$ cat config.mk
export PLATFORM = sky130hd
export DESIGN_NAME = dac_calibration_control
export DESIGN_NICKNAME = d
export VERILOG_FILES = /design/src/calib_pkg.sv /design/src/coef_if.sv /design/src/dac_calibration_control.sv /design/src/coef_store.sv
export SDC_FILE = /design/constraint.sdc
export NUM_CORES = 1
export LEC_CHECK = 0
export BUFFER_PORTS_ARGS = -buffer_cell sky130_fd_sc_hd__buf_2
export CAP_MARGIN = 20
export CORE_MARGIN = 5
export CORE_UTILIZATION = 56
export CTS_BUF_LIST = sky130_fd_sc_hd__clkbuf_2
export CTS_CLUSTER_DIAMETER = 120
export CTS_CLUSTER_SIZE = 10
export DETAILED_ROUTE_END_ITERATION = 8
export PLACE_DENSITY = 0.71
export SLEW_MARGIN = 25
export SYNTH_ARGS = -nofsm -noshare
export SYNTH_HDL_FRONTEND = slang
export SYNTH_HIERARCHICAL = 1
export SYNTH_SLANG_ARGS = --single-unit
export TNS_END_PERCENT = 1
$ cat constraint.sdc
create_clock -name sys_clk_i -period 3.18 [get_ports sys_clk_i]
set_input_delay 0.318 -clock sys_clk_i [delete_from_list [all_inputs] [get_ports sys_clk_i]]
set_output_delay 0.318 -clock sys_clk_i [all_outputs]
set_load 0.05 [all_outputs]
$ cat src/calib_pkg.sv
// Register map, field positions and constants for the calibration control block
package calib_pkg;
    localparam logic [4:0] ADDR_SPI_CTL = 5'h00;
    localparam logic [4:0] ADDR_DATA_CFG = 5'h02;
    localparam logic [4:0] ADDR_CALIB_SETUP = 5'h0E;
    localparam logic [4:0] ADDR_MEM_CONTROL = 5'h0F;
    localparam logic [4:0] ADDR_COEF_ADDRESS = 5'h10;
    localparam logic [4:0] ADDR_COEF_VALUE = 5'h11;
    localparam int BIT_EXT_REF = 0;
    localparam int BIT_CAL_CLK_EN = 0;
    localparam int BIT_DONE = 7;
    localparam int BIT_START = 6;
    localparam int BIT_WRITE = 3;
    localparam int BIT_READ = 2;
    localparam int BIT_CLEAR = 0;
    localparam int STATE_LSB = 4;
    localparam int COEF_W = 6;
    localparam int COEF_DEPTH = 64;
    localparam logic [2:0] DIV_RESET = 3'h0;
    localparam logic [5:0] COEF_ADDR_RESET = 6'h00;
    localparam logic [5:0] COEF_DEFAULT = 6'h3F;
    localparam logic [7:0] DIV_COUNT_MAX = 8'hFF;
    localparam int CAL_TICKS = 64;
    typedef enum logic [1:0] {
        CS_COEF_CLEAR = 2'b00,
        CS_SELF = 2'b01,
        CS_USER = 2'b11
    } calib_state_t;
endpackage : calib_pkg

$ cat src/coef_if.sv
// Access port of the coefficient store
interface coef_if;
    logic [5:0] addr;
    logic [5:0] wdata;
    logic [5:0] rdata;
    logic we;
    logic clr;
    logic clr_busy;
    modport ctrl (output addr, output wdata, output we, output clr, input rdata, input clr_busy);
    modport mem (input addr, input wdata, input we, input clr, output rdata, output clr_busy);
endinterface : coef_if

$ cat src/dac_calibration_control.sv
// Calibration engine, clock divider and coefficient register access
module dac_calibration_control
    import calib_pkg::*;
#(
    parameter int CAL_LEN = CAL_TICKS // Calibration clock ticks per self-calibration
) (
    input wire logic sys_clk_i, // DAC sample clock
    input wire logic srst_i, // Synchronous reset, active high
    input wire logic [4:0] reg_addr_i, // Register address
    input wire logic reg_wr_i, // Register write strobe
    input wire logic [7:0] reg_wdata_i, // Register write data
    output logic [7:0] reg_rdata_o, // Register read data
    output logic external_ref_select_o, // 1 powers down internal reference
    output logic calib_clk_tick_o, // Calibration clock enable pulse
    output logic calib_busy_o // Self-calibration running
);
    // ----------------------------------------
    // Registers
    // ----------------------------------------
    logic external_ref_select;
    logic calib_clock_enable;
    logic [2:0] calib_clock_divide;
    logic calib_done;
    logic calib_start;
    logic coef_write_strobe;
    logic coef_read_strobe;
    logic coef_clear;
    logic [5:0] coef_address;
    logic [5:0] coef_value;
    calib_state_t calib_state;
    logic [7:0] div_cnt;
    logic [7:0] cal_cnt;
    logic read_wait;
    logic clear_seen;

    coef_if cif ();

    coef_store u_store (
        .sys_clk_i(sys_clk_i),
        .srst_i(srst_i),
        .port(cif.mem)
    );

    // ----------------------------------------
    // Decode
    // ----------------------------------------
    wire wr_ctl = reg_wr_i && (reg_addr_i == ADDR_SPI_CTL);
    wire wr_cfg = reg_wr_i && (reg_addr_i == ADDR_DATA_CFG);
    wire wr_setup = reg_wr_i && (reg_addr_i == ADDR_CALIB_SETUP);
    wire wr_memctl = reg_wr_i && (reg_addr_i == ADDR_MEM_CONTROL);
    wire wr_addr = reg_wr_i && (reg_addr_i == ADDR_COEF_ADDRESS);
    wire wr_value = reg_wr_i && (reg_addr_i == ADDR_COEF_VALUE);
    // One control write may carry several requests at once
    wire req_start = wr_memctl && reg_wdata_i[BIT_START];
    wire req_write = wr_memctl && reg_wdata_i[BIT_WRITE];
    wire req_read = wr_memctl && reg_wdata_i[BIT_READ];
    wire req_clear = wr_memctl && reg_wdata_i[BIT_CLEAR];
    // Terminal count: 2^(8-code) sample clocks per tick
    wire [7:0] div_last = DIV_COUNT_MAX >> calib_clock_divide;
    wire tick = calib_clock_enable && (div_cnt == div_last);
    wire cal_end = calib_start && tick && (cal_cnt == 8'(CAL_LEN - 1));
    wire [7:0] memctl_rd = {calib_done, calib_start, 2'b00,
                            coef_write_strobe, coef_read_strobe, 1'b0, coef_clear};

    assign cif.addr = coef_address;
    assign cif.wdata = coef_value;
    assign cif.we = coef_write_strobe && !cif.clr_busy;
    // Clear request drops once the walk has begun, so the store cannot start it twice
    assign cif.clr = coef_clear && !clear_seen;
    assign external_ref_select_o = external_ref_select;
    assign calib_clk_tick_o = tick;
    assign calib_busy_o = calib_start;

    // Read-back image of each register; unmapped addresses read zero
    wire [7:0] spi_ctl_rd = {7'h00, external_ref_select};
    wire [7:0] data_cfg_rd = {7'h00, calib_clock_enable};
    wire [7:0] setup_rd = {2'b00, calib_state, 1'b0, calib_clock_divide};
    wire [7:0] addr_rd = {2'b00, coef_address};
    wire [7:0] value_rd = {2'b00, coef_value};

    always_comb begin
        unique case (reg_addr_i)
            ADDR_SPI_CTL: reg_rdata_o = spi_ctl_rd;
            ADDR_DATA_CFG: reg_rdata_o = data_cfg_rd;
            ADDR_CALIB_SETUP: reg_rdata_o = setup_rd;
            ADDR_MEM_CONTROL: reg_rdata_o = memctl_rd;
            ADDR_COEF_ADDRESS: reg_rdata_o = addr_rd;
            ADDR_COEF_VALUE: reg_rdata_o = value_rd;
            default: reg_rdata_o = 8'h00;
        endcase
    end

    // ----------------------------------------
    // Reference selection
    // ----------------------------------------
    always_ff @(posedge sys_clk_i) begin
        if (srst_i) begin
            external_ref_select <= 1'b0;
        end else if (wr_ctl) begin
            external_ref_select <= reg_wdata_i[BIT_EXT_REF];
        end
    end

    // ----------------------------------------
    // Calibration clock setup
    // ----------------------------------------
    always_ff @(posedge sys_clk_i) begin
        if (srst_i) begin
            calib_clock_enable <= 1'b0;
        end else if (wr_cfg) begin
            calib_clock_enable <= reg_wdata_i[BIT_CAL_CLK_EN];
        end
    end

    always_ff @(posedge sys_clk_i) begin
        if (srst_i) begin
            calib_clock_divide <= DIV_RESET;
        end else if (wr_setup) begin
            calib_clock_divide <= reg_wdata_i[2:0];
        end
    end

    // ----------------------------------------
    // Coefficient address
    // ----------------------------------------
    always_ff @(posedge sys_clk_i) begin
        if (srst_i) begin
            coef_address <= COEF_ADDR_RESET;
        end else if (wr_addr) begin
            coef_address <= reg_wdata_i[COEF_W-1:0];
        end
    end

    // ----------------------------------------
    // Calibration clock divider
    // ----------------------------------------
    // The count restarts while disabled, so the first tick after enabling is a full period
    wire div_restart = srst_i || !calib_clock_enable || tick;

    always_ff @(posedge sys_clk_i) begin
        if (div_restart) begin
            div_cnt <= 8'h00;
        end else begin
            div_cnt <= div_cnt + 8'h01;
        end
    end

    // ----------------------------------------
    // Self-calibration
    // ----------------------------------------
    typedef enum logic [0:0] {
        CAL_IDLE = 1'b0,
        CAL_RUN = 1'b1
    } cal_phase_t;

    cal_phase_t cal_phase;
    cal_phase_t next_cal_phase;

    // A start request while running is ignored rather than restarting the count
    wire cal_launch = req_start && (cal_phase == CAL_IDLE);
    wire cal_step = calib_start && tick;

    assign calib_start = (cal_phase == CAL_RUN);

    always_comb begin
        next_cal_phase = cal_phase;
        unique case (cal_phase)
            CAL_IDLE: begin
                if (cal_launch) begin
                    next_cal_phase = CAL_RUN;
                end
            end
            CAL_RUN: begin
                if (cal_end) begin
                    next_cal_phase = CAL_IDLE;
                end
            end
        endcase
    end

    always_ff @(posedge sys_clk_i) begin
        if (srst_i) begin
            cal_phase <= CAL_IDLE;
        end else begin
            cal_phase <= next_cal_phase;
        end
    end

    // Done stays set until the next calibration is launched
    always_ff @(posedge sys_clk_i) begin
        if (srst_i) begin
            calib_done <= 1'b0;
        end else if (cal_end) begin
            calib_done <= 1'b1;
        end else if (cal_launch) begin
            calib_done <= 1'b0;
        end
    end

    always_ff @(posedge sys_clk_i) begin
        if (srst_i) begin
            cal_cnt <= 8'h00;
        end else if (cal_launch) begin
            cal_cnt <= 8'h00;
        end else if (cal_step) begin
            cal_cnt <= cal_cnt + 8'h01;
        end
    end

    // ----------------------------------------
    // Coefficient access strobes
    // ----------------------------------------
    // Store accesses are held off while the store walks its clear
    wire store_idle = !cif.clr_busy;
    wire write_done = cif.we;
    wire read_step = coef_read_strobe && store_idle;
    wire read_done = read_step && read_wait;
    wire clear_done = coef_clear && clear_seen && store_idle;

    always_ff @(posedge sys_clk_i) begin
        if (srst_i) begin
            coef_write_strobe <= 1'b0;
        end else if (req_write) begin
            coef_write_strobe <= 1'b1;
        end else if (write_done) begin
            coef_write_strobe <= 1'b0;
        end
    end

    // The store answers a cycle after the address settles, so a read waits one cycle
    always_ff @(posedge sys_clk_i) begin
        if (srst_i) begin
            coef_read_strobe <= 1'b0;
            read_wait <= 1'b0;
        end else if (req_read) begin
            coef_read_strobe <= 1'b1;
            read_wait <= 1'b0;
        end else if (read_done) begin
            coef_read_strobe <= 1'b0;
            read_wait <= 1'b0;
        end else if (read_step) begin
            read_wait <= 1'b1;
        end
    end

    // A clear is finished only after the store was seen busy and then idle again
    always_ff @(posedge sys_clk_i) begin
        if (srst_i) begin
            coef_clear <= 1'b0;
            clear_seen <= 1'b0;
        end else if (req_clear) begin
            coef_clear <= 1'b1;
            clear_seen <= 1'b0;
        end else if (clear_done) begin
            coef_clear <= 1'b0;
            clear_seen <= 1'b0;
        end else if (coef_clear && cif.clr_busy) begin
            clear_seen <= 1'b1;
        end
    end

    // ----------------------------------------
    // Coefficient data register
    // ----------------------------------------
    // Host writes lose against a pending read, which owns the register
    always_ff @(posedge sys_clk_i) begin
        if (srst_i) begin
            coef_value <= COEF_DEFAULT;
        end else if (read_done) begin
            coef_value <= cif.rdata;
        end else if (wr_value && !coef_read_strobe) begin
            coef_value <= reg_wdata_i[COEF_W-1:0];
        end
    end

    // ----------------------------------------
    // Calibration state report
    // ----------------------------------------
    always_ff @(posedge sys_clk_i) begin
        if (srst_i) begin
            calib_state <= CS_COEF_CLEAR;
        end else if (cal_end) begin
            calib_state <= CS_SELF;
        end else if (clear_done) begin
            calib_state <= CS_COEF_CLEAR;
        end else if (write_done) begin
            calib_state <= CS_USER;
        end
    end
endmodule : dac_calibration_control

$ cat src/coef_store.sv
// Coefficient memory with a walking clear to the default value
module coef_store
    import calib_pkg::*;
(
    input wire logic sys_clk_i, // Sample clock
    input wire logic srst_i, // Synchronous reset
    coef_if.mem port // Access port
);
    logic [COEF_W-1:0] mem [COEF_DEPTH];
    logic [5:0] clr_ptr;
    logic clearing;
    logic [COEF_W-1:0] rdata_q;

    assign port.clr_busy = clearing;
    assign port.rdata = rdata_q;

    always_ff @(posedge sys_clk_i) begin
        if (srst_i) begin
            clearing <= 1'b1;
            clr_ptr <= COEF_ADDR_RESET;
        end else if (port.clr && !clearing) begin
            clearing <= 1'b1;
            clr_ptr <= COEF_ADDR_RESET;
        end else if (clearing) begin
            clr_ptr <= clr_ptr + 6'h01;
            if (clr_ptr == 6'(COEF_DEPTH - 1)) begin
                clearing <= 1'b0;
            end
        end
    end

    always_ff @(posedge sys_clk_i) begin
        if (clearing) begin
            mem[clr_ptr] <= COEF_DEFAULT;
        end else if (port.we) begin
            mem[port.addr] <= port.wdata;
        end
        rdata_q <= mem[port.addr];
    end
endmodule : coef_store

After elaboration in Yosys (flattened, before gate mapping)
Memories as Yosys holds them, arrays and structs flattened. A register that Yosys moved wholly into a read port is not among the register bits.
Index checks and enable logic that the tools add are counted.
{ "word_totals": {"regBits": 49, "latch_bits": 0, "mem_bits_rw": 384, "mem_bits_ro": 0, "in_bits": 16, "output_inout_bits": 11, "elab_cells": 101, "mem_count": 1} }
{ "classes": {"addsub": 3, "mul": 0, "div_mod_pow": 0, "order_cmp": 0, "eq_ne": 8, "shift": 1, "n_mux": 27, "n_bitwise": 1, "reduce_logical": 42} }
{ "mem_list": {"columns": ["memory", "words", "width", "read_ports", "rd_ports_with_merged_regs", "wr", "line", "source"], "rows": [
  ["u_store.mem", 64, 6, 1, 1, 1, "coef_store.sv:9", "logic [COEF_W-1:0] mem [COEF_DEPTH];"]
]} }
{ "ops": {"columns": ["cell", "n"], "rows": [
  ["one-hot mux 8 bit (6 select lines)", 1],
  ["2-to-1 mux 6 bit", 4],
  ["logical AND 1 bit", 23],
  ["2-to-1 mux 1 bit", 21],
  ["adder 8 x 1 -> 8 bit, second input constant", 2],
  ["equality test 5 x 4 -> 1 bit, second input constant", 2],
  ["equality test 5 bit, second input constant", 2],
  ["nonzero test 2 bit", 5],
  ["OR reduction 3 bit", 3],
  ["equality test 8 x 6 -> 1 bit, second input constant", 1],
  ["equality test 8 bit", 1],
  ["right shift 8 x 3 -> 8 bit, first input constant", 1],
  ["adder 6 x 1 -> 6 bit, second input constant", 1],
  ["equality test 6 bit, second input constant", 1],
  ["OR reduction 6 bit", 1],
  ["equality test 5 x 2 -> 1 bit, second input constant", 1],
  ["zero test 5 bit", 1],
  ["zero test 1 bit", 4],
  ["OR reduction 2 bit", 2],
  ["nonzero test 3 bit", 1],
  ["logical OR 1 bit", 2],
  ["one-hot mux 1 bit (2 select lines)", 1],
  ["inverter 1 bit", 1]
]} }

Logic depth before layout (Yosys ltp)
Gate-level depths: netlist of the first run.
{ "logic_depth": {"ltp_word": 7, "depth_mapped": 7} }

Cells and area by module
Netlist of the first run, hierarchy kept.
{ "modules_own_cells": {"columns": ["module", "n_inst", "cells_each", "area_per_inst_um2", "seq_area_each_um2"], "rows": [
  ["coef_store", 1, 773, 15524.9, 11791.3],
  ["dac_calibration_control", 1, 265, 2242.2, 840.8]
]} }

Worst setup path after synthesis of the first run
No wires, ideal clock.
{ "synth_path": {"kind": "reg2out", "startpoint": "register div_cnt[2]", "endpoint": "output calib_clk_tick_o", "t_arrival_ps": 2184, "slack_ps": 678, "path_stages_with_launch": 6, "cell_sequence": "dfxtp_1 buf_4 or3b_4 a21oi_4 nor2_1 nor3_1"} }
{ "synth_via": {"elab_chain_cells": 2} }
{ "synth_rtl": {"columns": ["element", "line", "source"], "rows": [
  ["from (decl)", "dac_calibration_control.sv:31", "logic [7:0] div_cnt;"],
  ["from (signal assigned)", "dac_calibration_control.sv:144", "div_cnt <= div_cnt + 8'h01;"],
  ["equality test 8 bit", "dac_calibration_control.sv:60", "wire tick = calib_clock_enable && (div_cnt == div_last);"],
  ["logical AND 1 bit", "dac_calibration_control.sv:60", null],
  ["to (decl)", "dac_calibration_control.sv:14", "output logic calib_clk_tick_o,"]
]} }
No other way between the ends.

Worst setup path after layout of the first run
{ "layout_path": {"startpoint": "register coef_write_strobe", "endpoint": "memory u_store.mem[9][3] (enable)"} }
{ "layout_via": {"elab_chain_cells": 6, "elab_cells_between_ends": 7, "classes_between": "5 x mux; 2 x reduce/logical"} }
{ "layout_rtl": {"columns": ["element", "line", "source"], "rows": [
  ["from (decl)", "dac_calibration_control.sv:25", "logic coef_write_strobe;"],
  ["from (signal assigned)", "dac_calibration_control.sv:222", "coef_write_strobe <= 1'b0;"],
  ["from (signal assigned)", "dac_calibration_control.sv:224", "coef_write_strobe <= 1'b1;"],
  ["from (signal assigned)", "dac_calibration_control.sv:226", "coef_write_strobe <= 1'b0;"],
  ["logical AND 1 bit (*)", "dac_calibration_control.sv:67", "assign cif.we = coef_write_strobe && !cif.clr_busy;"],
  ["via cif.we", "coef_if.sv:6", "logic we;"],
  ["2-to-1 mux 1 bit (*)", "coef_store.sv:35", "end else if (port.we) begin"],
  ["2-to-1 mux 1 bit (*)", "coef_store.sv:33", "if (clearing) begin"],
  ["2-to-1 mux 1 bit (not written as such) (*)", "coef_store.sv:36", "mem[port.addr] <= port.wdata;"],
  ["OR reduction 6 bit (no line)", null, null],
  ["2-to-1 mux 6 bit (no line) / 2-to-1 mux 1 bit (equally long branches)", null, null],
  ["to (decl)", "coef_store.sv:9", null]
]} }
The timed path passes the listed nets; every way through them passes the cells marked *.

==> flow_summary.json, run 1 <==
{
  "yosysSeqAreaShare_pct": 71.1,
  "max_slew.worst_pin.slew_ns": 0.835,
  "antenna_found_initial": 1,
  "fin_setup_tns_ns": 0,
  "layout_common_cells": "edfxtp_1, nor2_1, mux4_2, clkbuf_2, dfxtp_1",
  "fin_skew_ns": 0.0763,
  "r2r_cells": 6,
  "status": "complete, no violations",
  "cts_buffers": 49,
  "cts_tree": "done",
  "synth_edf_count": 384,
  "worstSetupPathType": "reg -> reg",
  "p_leak_uw": 0.00678,
  "finalSetupViolCount": 0,
  "io_pins": 27,
  "ant_nets": 0,
  "clkSinkCount": 439,
  "pre_cts_ws_ns": 0.306,
  "max_cap_violations": 0,
  "syn-num-nets": 1057,
  "drive_above_1_share_pct": 22.4,
  "grt_pass1_vias": 9662,
  "setup_slack_ns": 0.157,
  "vias": 9807,
  "coreArea_um2": 31500,
  "final_util_pct": 60.6,
  "dieArea_um2": 35400,
  "clk_path_buf_depth": 3,
  "syn_avg_cell_area_um2": 17.1,
  "critPathArrivalTime_ns": 3.56,
  "finalCritPeriodShare_pct": 95.1,
  "ys_warn_count": 6,
  "clock.fmax_mhz": 331,
  "port_buffers": 25,
  "routedWlPerCell_um": 24.4,
  "critPathRequiredTime_ns": 3.72,
  "synth_area_um2": 17800,
  "start_util_pct": 56.5,
  "crit_start": "coef_write_strobe",
  "cp_max_fo": 10,
  "final_common_cell": "edfxtp_1",
  "drv_slew": 0,
  "die_y_um": 188,
  "fin_crit_ns": 3.02,
  "min_from": "reg_addr_i[3]",
  "synth_seq_cells": 439,
  "critPathLaunchType": "flop",
  "dieWidth_um": 188,
  "initialDrtViolationCount": 859,
  "postCtsSetupBuffers": 0,
  "drt_pass1_iterations": 7,
  "r2r_slack_ns": 0.16,
  "end_kind": "flop",
  "syn_inst": 1038,
  "ir_drop_uv": 288,
  "grt_max_degree": 65,
  "hold_viol_final": 0,
  "wl_mm": 37.7,
  "r2r-start": "coef_write_strobe",
  "drcViolationCount": 0,
  "reg2reg_to": "u_store/mem[9][3]",
  "holdCritPathClass": "in -> reg",
  "synth_cell_types": 69,
  "async_reset_ff_share_pct": 0,
  "cts-root-buf": "clkbuf_2",
  "crit_path_end": "u_store/mem[9][3]",
  "num-nets-final": 1137,
  "grt_usage_pct": 21.2,
  "slew_headroom_pct": 44.3,
  "power.density_nw_per_um2": 458,
  "grt_first_pass_wirelength_mm": 57.8,
  "place_congestion": 0.853,
  "ys.flop_type": "edfxtp_1",
  "via_per_inst": 6.36,
  "syn_to_final_growth_pct": 7.35,
  "place_hpwl_mm": 23.9,
  "finalPower_uw": 8730,
  "path_clk_slew_ns": 0.21,
  "clk_latency_ns": 0.88,
  "rsz0062_at_grt": "false",
  "gr-total-overflow": 0,
  "htreeDepth": 2,
  "rows": 65
}
[worst max-delay path, stage by stage, from the launching register on]
cell and delay [ns]:
dfxtp_1 0.40, nor2b_1 0.40, nor2b_1 0.25, buf_4 0.21
mux2i_1 0.46, o21ai_1 0.36, nor2_1 0.63
[how the worst min path moves through the flow]
| stage | slack [ns] | cells after the start | to |
|---|---|---|---|
| 2_1_floorplan | 0.42 | 1 | read_wait |
| 3_3_place_gp | 0.46 | 2 | cal_cnt[5] |
| 3_5_place_dp | 0.47 | 2 | calib_done |
| 4_1_cts | 0.03 | 5 | coef_clear |
| 5_1_grt | 0.12 | 5 | coef_clear |
| 6_report | 0.1 | 5 | coef_clear |
[cell type report]
type	count	area [um^2]
diodes	2	5.00
inverters	13	48.8
multi-input cells	532	4820
flip-flops and latches	439	12600
repair buffers	83	678
clock buffers	69	345
clock inverters	1	30.0
well taps	402	503
fillers	2320	12400
[synth_stat cells (8+ instances only)]
cell | number | area share [%]
edfxtp_1 | 384 | 65
nor2_1 | 99 | 2.1
mux4_2 | 96 | 12
dfxtp_1 | 55 | 6.2
nand2_1 | 41 | 0.87
a21oi_1 | 29 | 0.82
a22oi_1 | 25 | 1.1
clkbuf_1 | 23 | 0.49
nand3_1 | 21 | 0.59
mux2i_1 | 18 | 1.0
o22ai_1 | 18 | 0.63
nand2b_1 | 17 | 0.60
buf_2 | 15 | 0.42
inv_1 | 13 | 0.27
nor3_1 | 12 | 0.34
o31ai_1 | 10 | 0.42
o21ai_1 | 9 | 0.25
buf_6 | 8 | 0.51
nand3b_1 | 8 | 0.34
nor2b_1 | 8 | 0.28
o21ai_0 | 8 | 0.23
[state kept, by name, summed over array words and instances (netlist names)]
register / count
u_store/mem: 384
cal_cnt: 8
div_cnt: 8
cif.addr: 6
cif.wdata: 6
u_store/clr_ptr: 6
u_store/port.rdata: 6
calib_clock_divide: 3
calib_state: 2
calib_busy_o: 1
calib_clock_enable: 1
calib_done: 1
clear_seen: 1
coef_clear: 1
coef_read_strobe: 1
coef_write_strobe: 1
external_ref_select_o: 1
read_wait: 1
u_store/port.clr_busy: 1
[per-stage QoR]
stage	area [um^2]	hold WS, ns	instances
floorplan	17800	0.425	1038
global placement	18400	0.456	1442
detailed placement	18400	0.469	1442
CTS	19100	0.0267	1539
global route	19100	0.121	1541
finish	19100	0.0997	1541
[layer usage]
layer / vias to the layer above / global-route usage (%) / share of wire (%)
met1: 5008 / 31.0 / 42
li1: 4318 / - / -
met4: 0 / 5.25 / 2.3
met5: - / 0 / 0
met3: 80 / 3.97 / 7.7
met2: 401 / 33.7 / 48
[logic make-up (layout without fill, tap and decap cells)]
group	after synthesis	after routing	share of synthesized area [%]
XOR/XNOR	12	12	0.592
AO/OA/AOI/OAI	144	144	5.73
multiplexers	116	116	13.3
AND/OR/NAND/NOR	257	257	7.10
flip-flops	439	439	71.1
buffers and inverters	67	166	1.96
other	0	2	0
adder cells (fa/ha/maj)	3	3	0.211
[repair_timing]
item                                    CTS  global route
resized for setup                         0             5
endpoints found under the setup margin    0             1
hold endpoints to repair                 30             0
hold buffers                             27             0
[power by group]
part           internal (uW)  total, uW  switching, uW
sequential              6190       6200           14.7
clock                    635       2350           1720
combinational           62.7        178            116
Power figures use the tool's default switching activity.
==> inputs of run 2 (changes only) <==
--- a/config.mk
+++ b/config.mk
@@ -7,6 +7,7 @@
 export LEC_CHECK = 0
 export BUFFER_PORTS_ARGS = -buffer_cell sky130_fd_sc_hd__buf_2
 export CAP_MARGIN = 20
+export CORE_ASPECT_RATIO = 1.1
 export CORE_MARGIN = 5
 export CORE_UTILIZATION = 56
 export CTS_BUF_LIST = sky130_fd_sc_hd__clkbuf_2
==> run 2 against run 1 <==
Sequential share of layout area barely moved. Clock-buffer cell count fell by 2. Largest cell class unchanged. Register-to-register slack improved by 0.03 ns. Utilization rose by 0.12 points. Clock power fell by 4%. Largest power group unchanged. Via count fell by 1.3%. Global-route usage rose by 0.32 points. Maximum frequency rose by 1.0%.
==> flow_summary.json, run 2 (synthesized netlist as in run 1, its figures left out) <==
{
  "status": "complete, no violations",
  "setup_slack_ns": 0.187,
  "drt_pass1_iterations": 5,
  "pre_cts_ws_ns": 0.300,
  "critPathLaunchType": "flop",
  "io_pins": 27,
  "path_clk_slew_ns": 0.20,
  "coreArea_um2": 31400,
  "port_buffers": 25,
  "critPathRequiredTime_ns": 3.67,
  "syn_to_final_growth_pct": 7.30,
  "holdCritPathClass": "in -> reg",
  "finalSetupViolCount": 0,
  "vias": 9684,
  "ir_drop_uv": 301,
  "drive_above_1_share_pct": 22.7,
  "cts_tree": "done",
  "cp_max_fo": 8,
  "cp_slowest_cell": "nor2_1",
  "final_cells": 1558,
  "hold_viol_final": 0,
  "grt_usage_pct": 21.6,
  "via_per_inst": 6.22,
  "place_congestion": 0.867,
  "htreeDepth": 2,
  "drv_slew": 0,
  "nFillCells": 2309,
  "top_register": "u_store/mem",
  "place_hpwl_mm": 24.4,
  "dieArea_um2": 35400,
  "die_y_um": 197,
  "layout_common_cells": "edfxtp_1, nor2_1, mux4_2, clkbuf_2, dfxtp_1",
  "fin_skew_ns": 0.121,
  "finalCritPeriodShare_pct": 94.1,
  "grt_first_pass_wirelength_mm": 58.9,
  "grt_max_degree": 61,
  "rows": 68,
  "initialDrtViolationCount": 1053,
  "start_util_pct": 56.6,
  "clock.fmax_mhz": 334,
  "wl_mm": 38.2,
  "drcViolationCount": 0,
  "largestRegisters": "u_store/mem x384, cal_cnt x8, div_cnt x8",
  "largest_register_ffs": 384,
  "dp.cells": 1462,
  "ant_nets": 0,
  "max_cap_violations": 0,
  "worstSetupPathType": "reg -> reg",
  "num-nets-final": 1138,
  "max_slew.worst_pin.slew_ns": 1.08,
  "antenna_found_initial": 1,
  "cpPeakStageDelay_ns": 0.55,
  "clkSinkCount": 439,
  "crit_family": "simple AND/OR/NAND/NOR gates",
  "clk_path_buf_depth": 3,
  "routedWlPerCell_um": 24.5,
  "grt_pass1_vias": 9895,
  "dieWidth_um": 180,
  "p_leak_uw": 0.00675,
  "final_common_cell": "edfxtp_1",
  "clk_latency_ns": 0.94,
  "crit_top_cell": "nor2b_1",
  "critPathBufInv": 1,
  "critPathArrivalTime_ns": 3.48,
  "slew_headroom_pct": 27.7,
  "power.density_nw_per_um2": 453,
  "gr-total-overflow": 0,
  "rsz0062_at_grt": "true",
  "end_kind": "flop",
  "cts_buffers": 49,
  "cts-root-buf": "clkbuf_2",
  "fin_crit_ns": 2.99,
  "path_cells": "nor2b_1 > nor2b_1 > buf_4 > mux2i_1 > o21ai_1 > nor2_1"
}
[run 2: layout make-up]
class,count,area [um^2],area share [%]
Antenna cell,1,2.50,0.0131
Clock buffer,67,335,1.76
Clock inverter,2,12.5,0.0656
Inverter,13,48.8,0.256
Multi-Input combinational cell,532,4820,25.3
Sequential cell,439,12600,66.3
Tap cell,420,526,2.76
Timing Repair Buffer,84,671,3.52
[run 2: worst paths after layout]
path                                         from                     to  slack (ns)  cells past startpoint
worst max-delay path            coef_write_strobe     u_store/mem[13][2]        0.19                      6
worst min register to register         cal_cnt[5]             cal_cnt[5]        0.49                      2
worst max register to register  coef_write_strobe     u_store/mem[13][2]        0.19                      6
worst min-delay path               reg_wdata_i[1]  calib_clock_divide[1]        0.27                      4
[run 2: worst min-delay path, stage by stage]
cell,delay [ns]
dlygate4sd3_1,0.52
buf_2,0.13
mux2i_1,0.07
nor2_1,0.07
[run 2: per-stage QoR]
step           instance area [um^2]  power [uW]  util (%)  hold slack, ns  TNS (ns)
2_1_floorplan                 17800        6430         -           0.425         0
6_report                      19100        8630      60.7           0.273         0
3_3_place_gp                  18400        6490      58.7           0.456         0
5_1_grt                       19100        8980      60.7           0.243     -2.71
3_5_place_dp                  18400        6490      58.7           0.471         0
4_1_cts                       19100        8720      60.7           0.198         0
[run 2: metal layers]
layer / part of all wire, % / wire [um] / GRT usage [%] / vias up
met4: 2.2 / 827 / 5.67 / 0
met2: 50 / 19000 / 35.6 / 345
met1: 42 / 15900 / 30.7 / 4960
met3: 6.6 / 2510 / 3.47 / 55
li1: - / - / - / 4324
met5: 0 / 0 / 0 / -
[run 2: power breakdown]
part	leakage, uW	total (uW)	internal (uW)	switching (uW)
Clock	0.000287	2250	546	1700
Combinational	0.00171	179	61.3	118
Sequential	0.00476	6200	6190	13.4
Total	0.00675	8630	6800	1830
[run 2: timing repair]
| action | in CTS | in global routing |
|---|---|---|
| hold buffers | 26 | 0 |
| setup buffers | 0 | 0 |
| gates resized for setup | 1 | 6 |
| endpoints found under the setup margin | 1 | 79 |
| endpoints found under the hold margin | 30 | 0 |
